**config.mk**
```make
export PLATFORM = sky130hd
export DESIGN_NAME = dhi_host_flat
export DESIGN_NICKNAME = d
export VERILOG_FILES = /design/src/design/dhi_pkg.sv /design/src/design/dhi_link_if.sv /design/src/design/dhi_fifo.sv /design/src/design/dhi_host.sv /design/src/flat_wrapper.sv
export VERILOG_INCLUDE_DIRS = /design/src /design/src/design
export SDC_FILE = /design/constraint.sdc
export NUM_CORES = 1
export LEC_CHECK = 0
export BUFFER_PORTS_ARGS = -buffer_cell sky130_fd_sc_hd__buf_4
export CAP_MARGIN = 15
export CELL_PAD_IN_SITES_DETAIL_PLACEMENT = 1
export CELL_PAD_IN_SITES_GLOBAL_PLACEMENT = 1
export CORE_ASPECT_RATIO = 1.1
export CORE_MARGIN = 2
export CORE_UTILIZATION = 42
export DETAILED_ROUTE_END_ITERATION = 10
export PLACE_DENSITY_LB_ADDON = 0.1
export SLEW_MARGIN = 20
export SYNTH_ARGS = -nofsm -noshare
export SYNTH_HDL_FRONTEND = slang
export SYNTH_SLANG_ARGS = --single-unit
```
**constraint.sdc**
```tcl
create_clock -name pclk -period 3.1 [get_ports pclk]
set_clock_uncertainty 0.15 [all_clocks]
set_input_delay 0 -clock pclk [delete_from_list [all_inputs] [get_ports pclk]]
set_output_delay 0 -clock pclk [all_outputs]
set_load 0.1 [all_outputs]
```
**src/design/dhi_map.svh**
```systemverilog
`ifndef DHI_MAP_SVH
`define DHI_MAP_SVH
`define DHI_APB_CTRL      12'h000
`define DHI_APB_STATUS    12'h004
`define DHI_APB_TXDATA    12'h008
`define DHI_APB_RXDATA    12'h00C
`define DHI_CTRL_RD_BIT   0
`define DHI_CTRL_DC_BIT   1
`define DHI_CTRL_RST_BIT  2
`define DHI_CTRL_GO_BIT   3
`define DHI_CTRL_RESET    4'h4
`define DHI_STRB_CYC      4'h4
`define DHI_SCLK_HALF     4'h2
`define DHI_FRAME_CYC     16'h0400
`define DHI_I2C_ADDR_HI   6'h1E
`endif

```
**src/design/dhi_pkg.sv**
```systemverilog
package dhi_pkg;
   typedef enum logic [1:0] {
      DHI_SPI4  = 2'b00,
      DHI_PAR_E = 2'b01,
      DHI_I2C   = 2'b10,
      DHI_PAR_RW = 2'b11
   } dhi_mode_type;

   typedef enum logic [2:0] {
      DHI_IDLE,
      DHI_SETUP,
      DHI_STROBE,
      DHI_SHIFT,
      DHI_DONE
   } dhi_state_type;
endpackage

```
**src/design/dhi_link_if.sv**
```systemverilog
interface dhi_link_if;
   logic       protocol_strap_a;
   logic       protocol_strap_b;
   logic       hard_reset_in_n;
   logic       cs_n;
   logic       data_cmd;
   logic       enable_rd_n;
   logic       dir_wr_n;
   logic [7:0] host_bus_host_o;
   logic [7:0] host_bus_host_oe_n;
   logic [7:0] host_bus_dev_o;
   logic [7:0] host_bus_dev_oe_n;
   logic       frame_sync_out;
   logic [7:0] host_bus;

   // Wire level: driven value, else pulled low
   always_comb begin
      for (int i = 0; i < 8; i++) begin
         if (!host_bus_dev_oe_n[i])
            host_bus[i] = host_bus_dev_o[i];
         else if (!host_bus_host_oe_n[i])
            host_bus[i] = host_bus_host_o[i];
         else
            host_bus[i] = 1'b0;
      end
   end

   modport device (
      input  protocol_strap_a, protocol_strap_b, hard_reset_in_n, cs_n, data_cmd,
      input  enable_rd_n, dir_wr_n, host_bus,
      output host_bus_dev_o, host_bus_dev_oe_n, frame_sync_out
   );
   modport host (
      output protocol_strap_a, protocol_strap_b, hard_reset_in_n, cs_n, data_cmd,
      output enable_rd_n, dir_wr_n, host_bus_host_o, host_bus_host_oe_n,
      input  host_bus, frame_sync_out
   );
endinterface

```
**src/design/dhi_fifo.sv**
```systemverilog
module dhi_fifo #(
   parameter int WIDTH = 9,
   parameter int DEPTH = 4
) (
   input  wire logic             pclk,
   input  wire logic             presetn,
   input  wire logic             in_valid,
   output logic                  in_ready,
   input  wire logic [WIDTH-1:0] in_data,
   output logic                  out_valid,
   input  wire logic             out_ready,
   output logic      [WIDTH-1:0] out_data
);
   localparam int AW = $clog2(DEPTH);
   typedef struct packed {
      logic [DEPTH-1:0][WIDTH-1:0] mem;
      logic [AW-1:0]               wr_ptr;
      logic [AW-1:0]               rd_ptr;
      logic [AW:0]                 count;
   } dhi_fifo_st_type;
   dhi_fifo_st_type st_reg;
   dhi_fifo_st_type st_next;
   logic            push;
   logic            pop;

   assign in_ready  = (st_reg.count != (AW+1)'(DEPTH));
   assign out_valid = (st_reg.count != '0);
   assign out_data  = st_reg.mem[st_reg.rd_ptr];
   assign push      = in_valid && in_ready;
   assign pop       = out_valid && out_ready;

   always_comb begin
      st_next = st_reg;
      if (push) begin
         st_next.mem[st_reg.wr_ptr] = in_data;
         st_next.wr_ptr = (st_reg.wr_ptr == AW'(DEPTH-1)) ? '0 : st_reg.wr_ptr + 1'b1;
      end
      if (pop)
         st_next.rd_ptr = (st_reg.rd_ptr == AW'(DEPTH-1)) ? '0 : st_reg.rd_ptr + 1'b1;
      st_next.count = st_reg.count + (AW+1)'(push) - (AW+1)'(pop);
   end

   always_ff @(posedge pclk or negedge presetn) begin
      if (!presetn)
         st_reg <= '0;
      else
         st_reg <= st_next;
   end
endmodule

```
**src/design/dhi_host.sv**
```systemverilog
// The implementer's own choices: the placing of the registers and register access over APB.
`include "dhi_map.svh"
module dhi_host
   import dhi_pkg::*;
#(
   parameter int DEPTH = 4
) (
   input  wire logic        pclk,
   input  wire logic        presetn,
   input  wire logic        psel,
   input  wire logic        penable,
   input  wire logic        pwrite,
   input  wire logic [11:0] paddr,
   input  wire logic [31:0] pwdata,
   output logic      [31:0] prdata,
   output logic             pready,
   output logic             pslverr,
   dhi_link_if.host         link
);
   typedef struct packed {
      logic [3:0]    ctrl;
      logic [1:0]    mode;
      logic [7:0]    rx;
      logic [3:0]    cnt;
      logic [3:0]    bit_n;
      logic          rd;
      logic          dc;
      logic [7:0]    data;
      logic [2:0]    state;
      logic          cs_n;
      logic          en_rd_n;
      logic          dir_wr_n;
      logic          oe;
      logic [7:0]    bus_o;
      logic          pready;
      logic          pslverr;
      logic [31:0]   prdata;
   } dhi_host_st_type;
   dhi_host_st_type st_reg;
   dhi_host_st_type st_next;
   logic            f_in_valid;
   logic            f_in_ready;
   logic            f_out_valid;
   logic            f_out_ready;
   logic [8:0]      f_out_data;
   logic            wr_hit;
   dhi_mode_type    mode;
   dhi_state_type   state;

   assign mode   = dhi_mode_type'(st_reg.mode);
   assign state  = dhi_state_type'(st_reg.state);
   assign wr_hit = psel && penable && pwrite && paddr == `DHI_APB_TXDATA;
   // Write stalls while FIFO is full
   assign f_in_valid  = wr_hit && !st_reg.pready;
   assign f_out_ready = (state == DHI_IDLE);

   dhi_fifo #(.WIDTH(9), .DEPTH(DEPTH)) u_fifo (
      .pclk      (pclk),
      .presetn   (presetn),
      .in_valid  (f_in_valid),
      .in_ready  (f_in_ready),
      .in_data   ({pwdata[8], pwdata[7:0]}),
      .out_valid (f_out_valid),
      .out_ready (f_out_ready),
      .out_data  (f_out_data)
   );

   always_comb begin
      st_next         = st_reg;
      st_next.pready  = 1'b0;
      st_next.pslverr = 1'b0;
      if (psel && penable && !st_reg.pready) begin
         st_next.pready = !wr_hit || f_in_ready;
         unique case (paddr)
            `DHI_APB_CTRL: begin
               if (pwrite)
                  st_next.ctrl = pwdata[3:0];
               st_next.prdata = {28'h0, st_reg.ctrl};
            end
            `DHI_APB_STATUS: st_next.prdata = {27'h0, st_reg.mode, f_in_ready,
                                               f_out_valid, state != DHI_IDLE};
            `DHI_APB_TXDATA: st_next.prdata = '0;
            `DHI_APB_RXDATA: st_next.prdata = {24'h0, st_reg.rx};
            default: begin
               st_next.prdata  = '0;
               st_next.pslverr = 1'b1;
            end
         endcase
      end
      unique case (state)
         DHI_IDLE: begin
            st_next.oe = 1'b0;
            if (f_out_valid) begin
               st_next.dc    = f_out_data[8];
               st_next.data  = f_out_data[7:0];
               st_next.rd    = 1'b0;
               st_next.cs_n  = 1'b0;
               st_next.cnt   = '0;
               st_next.bit_n = '0;
               st_next.state = 3'(DHI_SETUP);
            end
         end
         DHI_SETUP: begin
            st_next.cnt = st_reg.cnt + 4'h1;
            if (st_reg.cnt == `DHI_STRB_CYC) begin
               st_next.cnt = '0;
               if (mode == DHI_SPI4 || mode == DHI_I2C) begin
                  st_next.state = 3'(DHI_SHIFT);
               end else begin
                  st_next.oe    = 1'b1;
                  st_next.bus_o = st_reg.data;
                  if (mode == DHI_PAR_E) begin
                     st_next.dir_wr_n = 1'b0;
                     st_next.en_rd_n  = 1'b1;
                  end else begin
                     st_next.dir_wr_n = 1'b0;
                  end
                  st_next.state = 3'(DHI_STROBE);
               end
            end
         end
         DHI_STROBE: begin
            st_next.cnt = st_reg.cnt + 4'h1;
            if (st_reg.cnt == `DHI_STRB_CYC) begin
               st_next.en_rd_n  = (mode == DHI_PAR_RW);
               st_next.dir_wr_n = (mode == DHI_PAR_RW);
               st_next.state    = 3'(DHI_DONE);
            end
         end
         DHI_SHIFT: begin
            // Serial clock on bit 0, data on bits 2,1
            st_next.oe  = 1'b1;
            st_next.cnt = st_reg.cnt + 4'h1;
            if (st_reg.cnt == `DHI_SCLK_HALF) begin
               st_next.bus_o = {5'h00, st_reg.data[7], st_reg.data[7], 1'b0};
            end else if (st_reg.cnt == (`DHI_SCLK_HALF << 1)) begin
               st_next.cnt   = '0;
               st_next.bus_o[0] = 1'b1;
               st_next.data  = {st_reg.data[6:0], 1'b0};
               st_next.bit_n = st_reg.bit_n + 4'h1;
               if (st_reg.bit_n == 4'h7)
                  st_next.state = 3'(DHI_DONE);
            end
         end
         DHI_DONE: begin
            st_next.oe    = 1'b0;
            st_next.cs_n  = 1'b1;
            st_next.bus_o = '0;
            st_next.state = 3'(DHI_IDLE);
         end
         default: st_next.state = 3'(DHI_IDLE);
      endcase
      if (state == DHI_IDLE)
         st_next.mode = st_reg.ctrl[`DHI_CTRL_GO_BIT] ? st_reg.mode : st_reg.ctrl[1:0];
      if (state == DHI_IDLE && !st_reg.ctrl[`DHI_CTRL_GO_BIT])
         st_next.en_rd_n = (mode == DHI_PAR_RW);
      if (state == DHI_IDLE && !st_reg.ctrl[`DHI_CTRL_GO_BIT])
         st_next.dir_wr_n = (mode == DHI_PAR_RW);
   end

   always_ff @(posedge pclk or negedge presetn) begin
      if (!presetn) begin
         st_reg       <= '0;
         st_reg.ctrl  <= `DHI_CTRL_RESET;
         st_reg.cs_n  <= 1'b1;
      end else begin
         st_reg <= st_next;
      end
   end

   assign prdata                  = st_reg.prdata;
   assign pready                  = st_reg.pready;
   assign pslverr                 = st_reg.pslverr;
   assign link.protocol_strap_a   = st_reg.mode[1];
   assign link.protocol_strap_b   = st_reg.mode[0];
   assign link.hard_reset_in_n    = st_reg.ctrl[`DHI_CTRL_RST_BIT];
   assign link.cs_n               = st_reg.cs_n;
   assign link.data_cmd           = st_reg.dc;
   // Strobes grounded in serial modes
   assign link.enable_rd_n        = st_reg.en_rd_n;
   assign link.dir_wr_n           = st_reg.dir_wr_n;
   assign link.host_bus_host_o    = st_reg.bus_o;
   assign link.host_bus_host_oe_n = {8{!st_reg.oe}};
endmodule

```
**src/flat_wrapper.sv**
```systemverilog
// flat-port wrapper written by rule: the top's interface ports become plain ports
module dhi_host_flat import dhi_pkg::*;
#(
   parameter int DEPTH = 4
)
  (pclk, presetn, psel, penable, pwrite, paddr, pwdata, prdata, pready, pslverr, link_protocol_strap_a, link_protocol_strap_b, link_hard_reset_in_n, link_cs_n, link_data_cmd, link_enable_rd_n, link_dir_wr_n, link_host_bus_host_o, link_host_bus_host_oe_n, link_host_bus, link_frame_sync_out);
  dhi_link_if link_i ();
  input  wire logic pclk;
  input  wire logic presetn;
  input  wire logic psel;
  input  wire logic penable;
  input  wire logic pwrite;
  input  wire logic [11:0] paddr;
  input  wire logic [31:0] pwdata;
  output logic      [31:0] prdata;
  output logic pready;
  output logic pslverr;
  output wire logic [$bits(link_i.protocol_strap_a)-1:0] link_protocol_strap_a;
  output wire logic [$bits(link_i.protocol_strap_b)-1:0] link_protocol_strap_b;
  output wire logic [$bits(link_i.hard_reset_in_n)-1:0] link_hard_reset_in_n;
  output wire logic [$bits(link_i.cs_n)-1:0] link_cs_n;
  output wire logic [$bits(link_i.data_cmd)-1:0] link_data_cmd;
  output wire logic [$bits(link_i.enable_rd_n)-1:0] link_enable_rd_n;
  output wire logic [$bits(link_i.dir_wr_n)-1:0] link_dir_wr_n;
  output wire logic [$bits(link_i.host_bus_host_o)-1:0] link_host_bus_host_o;
  output wire logic [$bits(link_i.host_bus_host_oe_n)-1:0] link_host_bus_host_oe_n;
  input wire logic [$bits(link_i.host_bus)-1:0] link_host_bus;
  input wire logic [$bits(link_i.frame_sync_out)-1:0] link_frame_sync_out;
  assign link_protocol_strap_a = link_i.protocol_strap_a;
  assign link_protocol_strap_b = link_i.protocol_strap_b;
  assign link_hard_reset_in_n = link_i.hard_reset_in_n;
  assign link_cs_n = link_i.cs_n;
  assign link_data_cmd = link_i.data_cmd;
  assign link_enable_rd_n = link_i.enable_rd_n;
  assign link_dir_wr_n = link_i.dir_wr_n;
  assign link_host_bus_host_o = {>>{link_i.host_bus_host_o}};
  assign link_host_bus_host_oe_n = {>>{link_i.host_bus_host_oe_n}};
  assign link_i.host_bus = {>>{link_host_bus}};
  assign link_i.frame_sync_out = link_frame_sync_out;
  dhi_host #(.DEPTH(DEPTH)) u_core (.pclk(pclk), .presetn(presetn), .psel(psel), .penable(penable), .pwrite(pwrite), .paddr(paddr), .pwdata(pwdata), .prdata(prdata), .pready(pready), .pslverr(pslverr), .link(link_i));
endmodule
```
Word level (Yosys, flattened, before mapping)
Index checks and enable logic that the tools add are counted.
Cells by class
  add/sub/neg operators: 6
  magnitude comparators: 3
  equality and inequality tests: 29
  muxes and demuxes: 37
  bitwise operators: 1
  reduce and logical (&&, ||, !) cells: 40
Operators by type and width (number)
  two-way mux 11 bit: 4
  bitwise mux 36 bit: 1
  two-way mux 34 bit: 1
  == test 12 x 4 -> 1 bit, second input constant: 2
  one-hot mux 8 bit (3 select lines): 1
  two-way mux 22 bit: 1
  binary-select mux 9 bit (select 2 bit): 1
  demux 9 bit (select 2 bit): 1
  two-way mux 9 bit: 2
  two-way mux 8 bit: 2
  one-hot mux 4 bit (4 select lines): 1
  one-hot mux 8 bit (2 select lines): 1
  AND reduction 4 bit: 4
  nonzero test 3 bit: 5
  == test 12 x 3 -> 1 bit, second input constant: 1
  zero test 12 bit: 1
  inequality test 2 x 1 -> 1 bit, second input constant: 6
  inequality test 3 x 1 -> 1 bit, second input constant: 4
  one-hot mux 3 bit (4 select lines): 1
  one-hot mux 5 bit (2 select lines): 1
  logical AND 1 bit: 9
  two-way mux 3 bit: 3
  adder 4 x 1 -> 4 bit, second input constant: 2
  == test 2 bit, second input constant: 4
  34 further kinds: 57
Word-level totals
  bits in registers: 115
  bits of input ports: 58
  output and inout bits: 57
  word-level logic and storage cells: 139

Longest topological paths before layout
Gate-level depths: netlist (run 1).
  word-level depth: 7
  gate-level depth with buffers: 11
  mapped depth without buffers: 10

Worst setup path after synthesis (run 1)
No wires, ideal clock.
  kind: register -> register
  start point: register u_core.st_reg (netlist bit u_core.pready)
  end point: register u_core.u_fifo.st_reg[2] in the netlist's numbering
  setup time: 0.126 ns
  arrival: 3.077 ns
  required time: 2.824 ns
  slack: -0.253 ns
  stages on the path, launching flop included: 11
  buffers on the path: 0
  period minus slack after synthesis: 3.353 ns
  cells stage by stage: dfrtp_1 nand3b_1 nor4b_4 nand2_1 ha_1 inv_1 ha_1 inv_1 fa_1 xnor2_1 xnor2_1
RTL lines
  start, declared: line dhi_host.sv:39  | dhi_host_st_type st_reg;
  start signal, assigned: line dhi_host.sv:167  | st_reg <= st_next;
  end signal, assigned: line dhi_fifo.sv:47  | st_reg <= st_next;
  end, declared: line dhi_fifo.sv:21  | dhi_fifo_st_type st_reg;

Final worst setup path (run 1)
  start point: input paddr[8]
  end point: register u_core.st_reg[78] in the netlist's numbering
Between the ends
  word-level cells in the longest chain between the ends: 2
RTL lines
  start, declared: line flat_wrapper.sv:13  | input wire logic [11:0] paddr;
  zero test 12 bit: line dhi_host.sv:74  | unique case (paddr)
  AND reduction 3 bit (no line)
No other way between the ends.
A chain may end at the register's enable or synchronous reset.

==> results of run 1 <==
-- cell usage after synthesis (all sizes together) (4+ instances only) --
cell	instances
a21o	4
a21oi	6
a31oi	8
buf	50
clkbuf	7
dfrtp	86
ha	11
inv	17
mux2	46
mux2i	7
mux4	9
nand2	40
nand3	8
nor2	22
nor3	6
nor3b	4
o21ai	18
or3	4
-- worst min path at each step --
| stage | end | slack [ns] | cells after the start |
|---|---|---|---|
| after floorplan | u_core.link.data_cmd | -0.45 | 0 |
| after global placement | u_core.pslverr | -0.18 | 1 |
| after detailed placement | u_core.pslverr | -0.17 | 1 |
| after CTS | u_core.pslverr | 0.0008 | 2 |
| after global routing | u_core.pslverr | 0.03 | 2 |
| final | u_core.pslverr | -0.001 | 2 |
-- worst reg2reg max path, stage by stage, from the launching register on --
cell	delay, ns
dfrtp_4	0.48
nand4bb_1	0.18
dlygate4sd3_1	0.58
or4_4	0.48
nor3b_4	0.31
mux2_2	0.37
-- per-layer routing --
layer / up-vias / GRT usage / part of all wire
met5: - / 0 / 0
met3: 8 / 0.0377 / 0.034
met4: 0 / 0.0622 / 0.011
li1: 1453 / - / -
met2: 72 / 0.306 / 0.51
met1: 1590 / 0.232 / 0.44
-- where the power goes --
part	internal (mW)	switching, mW
logic	0.521	1.34
clock network	0.629	0.464
registers	1.32	0.201
-- logic make-up after synthesis --
| kind of cell | share of synthesized area |
|---|---|
| simple gates | 0.125 |
| flops | 0.482 |
| buf+inv | 0.0993 |
| mux | 0.173 |
| compound gates | 0.0799 |
| fa+ha+maj | 0.0345 |
| xor+xnor | 0.00574 |
| other cells | 0.000820 |
-- area by class of cell --
type                            instances  area, sq um  area share
Clock buffer                           10          229      0.0419
Clock inverter                          6         68.8      0.0126
Inverter                               17         63.8      0.0117
Multi-Input combinational cell        260         2020       0.369
Sequential cell                        88         2210       0.404
Tap cell                              143          179      0.0327
Timing Repair Buffer                   87          703       0.129
-- timing repair --
item                                   4_1_cts  5_1_grt
hold buffers                                20        0
endpoints found under the hold margin      135        0
setup buffers                                0        0
-- metrics by stage --
stage / power [mW] / hold WS, ns / setup WS (ns) / setup TNS [ns] / instances
after global placement: 3.35 / -0.183 / 0.539 / 0 / 575
after CTS: 4.53 / 0.000794 / 0.237 / 0 / 611
final: 4.48 / -0.000959 / 0.211 / 0 / 611
after detailed placement: 3.40 / -0.172 / 0.467 / 0 / 575
after floorplan: 3.10 / -0.446 / -0.0554 / -0.0554 / 422
after global routing: 4.75 / 0.0296 / 0.129 / 0 / 611
==> run_results.csv, run 1 <==
group,metric,value,unit
outcome,outcome,"finished, violations left",
outcome,violations,"hold timing",
clock_tree,clk_pin_slew,0.06,ns
place,dp_hpwl,6780,microns
floorplan,die_h,113,microns
global_route,antenna_found_initial,0,
setup_path,cp.arrival,2.97,ns
clock_tree,numCtsBuffers,9,
logic_synthesis,yosysWarnings,0,
global_route,grt_pass1_wl,16600,microns
pwr,p_leak,2.64,nW
routing,drc,0,
clock_tree,cts.sink_count,88,
cells_and_area,final_cell_mix,"85 x dfrtp_1, 67 x buf_4, 46 x mux2_2",
clock_tree,cts_tree,"done",
setup_path,crit_chain,"dlygate4sd3_1, buf_4, or4_4, dlygate4sd3_1, or4_4, nor3b_4, mux2_2",
timing,relSlewSlack,0.519,
logic_synthesis,synth_top_flop_cell,"dfrtp_1",
logic_synthesis,synth_edf_count,0,
setup_path,reg2regPathDepth,5,
setup_path,path_buf_inv,3,
setup_path,startpoint,"paddr[8]",
routing,vias_per_cell,5.11,
timing,hold_viol,1,
logic_synthesis,yosys.cell_types.count,48,
timing,fin_crit,2.89,ns
setup_path,rrSetupSlack,0.44,ns
logic_synthesis,yosysTopAreaCell,"dfrtp_1",
floorplan,num_io_pins,115,
timing,finalSetupViolations,0,
routing,routed_wl,9880,microns
setup_path,worstSetupEndpointType,"register",
timing,fin_hold_ws,-0.000959,ns
job,drv_cap,0,
place,place_congestion,0.746,
setup_path,r2r_end,"u_core.st_reg[78]",
routing,ant_nets,0,
logic_synthesis,ys_seq_area_frac,0.482,
setup_path,cp_slowest_stage_delay,0.60,ns
timing,drv_slew,0,
hold_path,hp-class,"input port to async pin",
timing,rsz0062_at_grt,"false",
setup_path,endpoint,"u_core.st_reg[78]",
clock_tree,ctsLongestPathBuffers,2,
place,placed_area,4970,sq um
cells_and_area,layout_commonest_cell,"dfrtp_1",
routing,vias,3123,
clock_tree,clk_latency,0.34,ns
cells_and_area,fill_cells,1143,
cells_and_area,finish.utilization,0.521,
setup_path,cp.depth,7,
logic_synthesis,postSynthAreaPerCell,11.6,sq um
logic_synthesis,synthTopCellsByArea,"dfrtp_1 47%, mux2_2 11%, buf_4 7.7%, mux4_2 4.4%, nand2_1 3.3%",
setup_path,r2r_start,"u_core.pready",
logic_synthesis,ys_seq_elements,88,
cells_and_area,fin_area,5470,sq um
logic_synthesis,syn_inst,396,
cells_and_area,nNetsFinal,533,
setup_path,start_kind,"input port",
setup_path,cp_max_fo,6,
routing,first_iter_violations,122,
cells_and_area,diodes,0,
global_route,grt_start_max_net_pins,34,
timing,post-route-period-util,0.932,
floorplan,die-area,11700,sq um
logic_synthesis,synth.cell_area,4580,sq um
cells_and_area,largest_register_ffs,43,
floorplan,rows,39,
setup_path,crit_required,3.18,ns
pwr,cellPowerDensity,819,nW/um^2
global_route,grt_pass1_vias,3284,
floorplan,die_w,104,microns
logic_synthesis,synth_top_area_frac,0.470,
global_route,gr-usage-all-layers,0.180,
cells_and_area,drive_gt1_frac,0.323,
timing,clock.fmax,346,MHz
setup_path,critPathKind,"input port to register",
clock_tree,cts_resized,0,
timing,worst_pin_slew,0.716,ns
setup_path,cp_top_family,"simple AND/OR/NAND/NOR gates",
place,io_buffers,55,
logic_synthesis,synthArstFlopShare,1.00,
floorplan,core_area,10500,sq um
clock_tree,cts_root_buf,"clkbuf_16",
clock_tree,h-tree-depth,3,
setup_path,crit_slowest_cell,"dlygate4sd3_1",
routing,wl_per_cell,16.2,microns
floorplan,start_util,0.436,
cells_and_area,syn2layout_area_growth,19.5,%
global_route,overflow,0,
routing,drtPass1Iterations,4,
pwr,irDropWorstVdd,0.000668,V
(Power assumes the default switching activity.)
==> run 2, diff against run 1 <==
--- a/config.mk
+++ b/config.mk
@@ -6,16 +6,17 @@
 export SDC_FILE = /design/constraint.sdc
 export NUM_CORES = 1
 export LEC_CHECK = 0
+export ABC_AREA = 1
 export BUFFER_PORTS_ARGS = -buffer_cell sky130_fd_sc_hd__buf_4
 export CAP_MARGIN = 15
 export CELL_PAD_IN_SITES_DETAIL_PLACEMENT = 1
 export CELL_PAD_IN_SITES_GLOBAL_PLACEMENT = 1
 export CORE_ASPECT_RATIO = 1.1
 export CORE_MARGIN = 2
-export CORE_UTILIZATION = 42
+export CORE_UTILIZATION = 39
 export DETAILED_ROUTE_END_ITERATION = 10
 export PLACE_DENSITY_LB_ADDON = 0.1
-export SLEW_MARGIN = 20
+export SLEW_MARGIN = 10
 export SYNTH_ARGS = -nofsm -noshare
 export SYNTH_HDL_FRONTEND = slang
 export SYNTH_SLANG_ARGS = --single-unit
==> run_results.csv, run 2 <==
group,metric,value,unit
floorplan,rows,42,
logic_synthesis,syn_inst,628,
place,dp.cells,807,
floorplan,core_area,12100,sq um
timing,relSlewSlack,0.480,
logic_synthesis,synthArstFlopShare,1.00,
logic_synthesis,synth_top_flop_cell,"dfrtp_1",
cells_and_area,final_cells,846,
global_route,grt_start_max_net_pins,55,
logic_synthesis,ys_seq_area_frac,0.454,
global_route,grt_pass1_vias,4509,
clock_tree,clk_latency,0.36,ns
logic_synthesis,yosys.cell_types.count,30,
clock_tree,numCtsBuffers,9,
timing,finalSetupViolations,0,
floorplan,num_io_pins,115,
setup_path,cp_max_fo,7,
timing,final.setup.tns,0,ns
pwr,irDropWorstVdd,0.000262,V
clock_tree,clk_pin_slew,0.06,ns
logic_synthesis,synth_top_area_frac,0.444,
logic_synthesis,yosysTopAreaCell,"dfrtp_1",
hold_path,hp-class,"input port to register",
place,io_buffers,55,
setup_path,crit_required,3.19,ns
routing,drc,0,
floorplan,start_util,0.401,
timing,fin_hold_ws,0.0117,ns
cells_and_area,fin_area,5690,sq um
routing,ant_nets,0,
global_route,gr-usage-all-layers,0.218,
global_route,antenna_found_initial,0,
job,drv_cap,0,
logic_synthesis,ys_seq_elements,88,
cells_and_area,multi_input_area,2150,sq um
routing,first_iter_violations,183,
cells_and_area,syn2layout_area_growth,17.4,%
setup_path,cp.arrival,2.91,ns
logic_synthesis,synthTopCellsByArea,"dfrtp_1 44%, nand2_1 17%, buf_4 7.6%, nand3_1 7.2%, nor2_1 4.6%",
routing,drtPass1Iterations,4,
timing,clock.fmax,354,MHz
place,placed_area,5150,sq um
pwr,p_leak,3.05,nW
cells_and_area,largest_register_ffs,43,
global_route,overflow,0,
floorplan,die_h,121,microns
cells_and_area,drive_gt1_frac,0.140,
cells_and_area,diodes,0,
logic_synthesis,synth.cell_area,4850,sq um
hold_path,min_from,"psel",
timing,rsz0062_at_grt,"false",
outcome,outcome,"finished, final reports clean",
place,dp_hpwl,8850,microns
logic_synthesis,yosysWarnings,0,
setup_path,worstSetupEndpointType,"register",
global_route,grt_pass1_wl,22300,microns
place,place_congestion,0.796,
setup_path,r2r_start,"u_core.u_fifo.st_reg[1]",
cells_and_area,final_cell_mix,"220 x nand2_1, 86 x dfrtp_1, 70 x nand3_1",
routing,wl_per_cell,15.5,microns
clock_tree,cts_tree,"done",
cells_and_area,ff_latch_area,2200,sq um
cells_and_area,nNetsFinal,757,
floorplan,die-area,13400,sq um
clock_tree,cts_root_buf,"clkbuf_16",
setup_path,critPathKind,"input port to register",
logic_synthesis,synth_edf_count,0,
cells_and_area,layout_commonest_cell,"nand2_1",
routing,routed_wl,13100,microns
routing,vias,4160,
timing,worst_pin_slew,0.779,ns
routing,vias_per_cell,4.92,
floorplan,die_w,110,microns
clock_tree,h-tree-depth,3,
logic_synthesis,yosysMostFrequentCell,"nand2_1",
clock_tree,cts.sink_count,88,
timing,drv_slew,0,
logic_synthesis,ys_top_cells_by_count,"220 x nand2_1, 86 x dfrtp_1, 70 x nand3_1",
clock_tree,ctsLongestPathBuffers,2,
logic_synthesis,postSynthAreaPerCell,7.73,sq um
setup_path,startpoint,"paddr[4]",
setup_path,start_kind,"input port",
timing,post-route-period-util,0.910,
timing,hold_viol,0,
pwr,cellPowerDensity,448,nW/um^2
timing,fin_crit,2.82,ns
cells_and_area,fill_cells,1495,
run 2: through the flow:
stage | total power, mW | utilization | worst slack, ns
after global routing | 2.64 | 0.471 | 0.0815
after floorplan | 1.37 | - | 0.413
after global placement | 1.41 | 0.426 | 0.732
final | 2.55 | 0.471 | 0.278
after CTS | 2.58 | 0.471 | 0.239
after detailed placement | 1.41 | 0.426 | 0.637
run 2: final timing paths:
kind | endpoint | slack (ns) | cells after the start
worst max-delay path | u_core.u_fifo.st_reg[2] | 0.28 | 13
worst min register to register | u_core.u_fifo.st_reg[38] | 0.33 | 2
worst max register to register | u_core.u_fifo.st_reg[2] | 0.66 | 11
max in group asynchronous | u_core.u_fifo.st_reg[23] | 1.96 | 3
min in group asynchronous | u_core.link.enable_rd_n | 0.11 | 2
worst min-delay path | u_core.pslverr | 0.01 | 3
run 2: cells by family after synthesis:
family          Yosys count  synth area share
flops                    88             0.454
compound gates           48            0.0516
buf+inv                 102             0.124
other cells               1          0.000773
xor+xnor                  5           0.00902
fa+ha+maj                12            0.0325
simple gates            372             0.328
run 2: final cells by class:
cell class | count | area share
Tap cell | 154 | 0.0338
Inverter | 39 | 0.0257
Multi-Input combinational cell | 464 | 0.377
Clock buffer | 10 | 0.0420
Timing Repair Buffer | 85 | 0.122
Clock inverter | 6 | 0.0116
Sequential cell | 88 | 0.387
run 2: power breakdown:
| group | leakage, nW | switching [mW] | internal (mW) |
|---|---|---|---|
| Combinational | 1.71 | 0.212 | 0.0468 |
| Sequential | 1.19 | 0.00202 | 1.15 |
| Clock | 0.153 | 0.487 | 0.650 |
run 2: timing repair:
action                                  4_1_cts  5_1_grt
hold endpoints to repair                    100        0
endpoints found under the setup margin        0        1
gates resized for setup                       0        1
hold buffers                                 23        0
setup buffers                                 0        0
run 2: critical path: stages:
cell and delay [ns]:
dlygate4sd3_1 0.56, buf_4 0.14, nor2_1 0.15, dlygate4sd3_1 0.57, nand3_1 0.11, nor2_4 0.21
nand3_1 0.14, ha_1 0.29, inv_1 0.05, ha_1 0.13, inv_1 0.05, fa_1 0.37
xnor2_1 0.14
run 2: per-layer routing:
metal  wire, microns  global-route usage  vias up
met5               0                   0        -
met4             307              0.0953        0
met3             358              0.0311       21
met2            6760               0.387       70
met1            5730               0.258     2021
li1                -                   -     2048
==> run 3, diff against run 2 <==
--- a/config.mk
+++ b/config.mk
@@ -16,6 +16,7 @@
 export CORE_UTILIZATION = 39
 export DETAILED_ROUTE_END_ITERATION = 10
 export PLACE_DENSITY_LB_ADDON = 0.1
+export RECOVER_POWER = 25
 export SLEW_MARGIN = 10
 export SYNTH_ARGS = -nofsm -noshare
 export SYNTH_HDL_FRONTEND = slang
==> run_results.csv, run 3 (synthesized netlist as in run 2, its figures left out) <==
group,metric,value,unit
outcome,outcome,"finished, final reports clean",
pwr,p_leak,3.05,nW
global_route,overflow,0,
cells_and_area,syn2layout_area_growth,17.3,%
pwr,netSwitchingFraction,0.275,
floorplan,die_h,121,microns
place,io_buffers,55,
setup_path,r2r_start,"u_core.u_fifo.st_reg[1]",
timing,fin_crit,2.82,ns
place,dp_hpwl,8850,microns
clock_tree,cts_tree,"done",
cells_and_area,final_cell_mix,"220 x nand2_1, 86 x dfrtp_1, 70 x nand3_1",
pwr,p_int,1.85,mW
floorplan,core_area,12100,sq um
floorplan,die_w,110,microns
clock_tree,h-tree-depth,3,
routing,vias_per_cell,4.92,
cells_and_area,multi_input_area,2150,sq um
job,drv_cap,0,
routing,ant_nets,0,
routing,drtPass1Iterations,4,
cells_and_area,layout_commonest_cell,"nand2_1",
clock_tree,clk_latency,0.36,ns
floorplan,die-area,13400,sq um
setup_path,worstSetupEndpointType,"register",
global_route,grt_start_max_net_pins,55,
global_route,gr-usage-all-layers,0.218,
pwr,seqPwrFrac,0.452,
timing,rsz0062_at_grt,"false",
hold_path,min_from,"psel",
setup_path,start_kind,"input port",
pwr,total_power,2.55,mW
clock_tree,clk_pin_slew,0.06,ns
timing,finalSetupViolations,0,
timing,post-route-period-util,0.910,
timing,clock.fmax,354,MHz
timing,drv_slew,0,
setup_path,cp_max_fo,7,
cells_and_area,drive_gt1_frac,0.140,
hold_path,hp-class,"input port to register",
cells_and_area,ff_latch_area,2200,sq um
global_route,grt_pass1_vias,4509,
timing,final.setup.tns,0,ns
routing,first_iter_violations,183,
pwr,clockPowerShare,0.446,
place,place_congestion,0.796,
clock_tree,ctsLongestPathBuffers,2,
cells_and_area,diodes,0,
pwr,cellPowerDensity,448,nW/um^2
routing,drc,0,
clock_tree,cts_root_buf,"clkbuf_16",
setup_path,cp.arrival,2.91,ns
timing,worst_pin_slew,1.42,ns
pwr,irDropWorstVdd,0.000262,V
global_route,grt_pass1_wl,22300,microns
setup_path,startpoint,"paddr[4]",
global_route,antenna_found_initial,0,
cells_and_area,nNetsFinal,757,
pwr,p_switching,0.701,mW
timing,relSlewSlack,0.0536,
routing,vias,4160,
cells_and_area,largest_register_ffs,43,
pwr,comb_power_share,0.101,
floorplan,rows,42,
cells_and_area,fill_cells,1496,
routing,routed_wl,13100,microns
routing,wl_per_cell,15.5,microns
setup_path,crit_required,3.19,ns
clock_tree,numCtsBuffers,9,
floorplan,start_util,0.401,
floorplan,num_io_pins,115,
timing,hold_viol,0,
setup_path,critPathKind,"input port to register",
clock_tree,cts.sink_count,88,
==> run 3: cell types whose count changed in the layout (fill, tap and decap cells not counted), sizes merged <==
| cell | delta |
|---|---|
| clkbuf | +1 |
| buf | -1 |
==> run 3: routing by layer <==
layer  vias to the layer above  track usage  share of wire
met2                        70        0.387           0.51
met5                         -            0              0
met4                         0       0.0953          0.023
met3                        21       0.0311          0.027
li1                       2048            -              -
met1                      2021        0.258           0.44
==> run 3: final timing paths <==
path	slack, ns	cells past startpoint	to
max	0.28	13	u_core.u_fifo.st_reg[2]
min	0.01	3	u_core.pslverr
max reg2reg	0.66	11	u_core.u_fifo.st_reg[2]
min reg2reg	0.33	2	u_core.u_fifo.st_reg[38]
max in group asynchronous	1.46	3	u_core.u_fifo.st_reg[23]
min in group asynchronous	0.38	2	u_core.link.enable_rd_n
==> run 3: final cells by class <==
cell class,instances,area share
flip-flops and latches,88,0.387
inverters,39,0.0257
well taps,154,0.0339
repair buffers,85,0.122
clock inverters,6,0.0117
multi-input cells,464,0.378
clock buffers,10,0.0420
==> run 3: worst max-delay path: stages <==
cell and delay (ns):
dlygate4sd3_1 0.56, buf_4 0.14, nor2_1 0.15, dlygate4sd3_1 0.57
nand3_1 0.11, nor2_4 0.21, nand3_1 0.14, ha_1 0.29
inv_1 0.05, ha_1 0.13, inv_1 0.05, fa_1 0.37
xnor2_1 0.14
==> run 3: per-stage QoR <==
step           setup slack [ns]  cell area (sq um)  utilization  instances  hold WS [ns]
6_report                  0.278               5690        0.471        846        0.0117
5_1_grt                  0.0815               5690        0.471        846        0.0660
4_1_cts                   0.239               5690        0.471        846       0.00197
3_5_place_dp              0.637               5150        0.426        807       -0.0393
3_3_place_gp              0.732               5150        0.426        807       -0.0445
2_1_floorplan             0.413               4950            -        654        -0.446
==> run 3: power by group through the flow <==
stage	clock network, mW	registers (mW)	logic, mW
floorplan	0	1.19	0.185
global placement	0	1.17	0.235
detailed placement	0	1.17	0.237
CTS	1.17	1.15	0.258
global route	1.21	1.15	0.273
finish	1.14	1.15	0.258
==> run 3: repair_timing <==
item | in CTS | in global routing
buffers inserted | 0 | 0
setup endpoints to repair | 0 | 1
endpoints found under the hold margin | 100 | 0
hold buffers | 23 | 0
gates resized for setup | 0 | 1
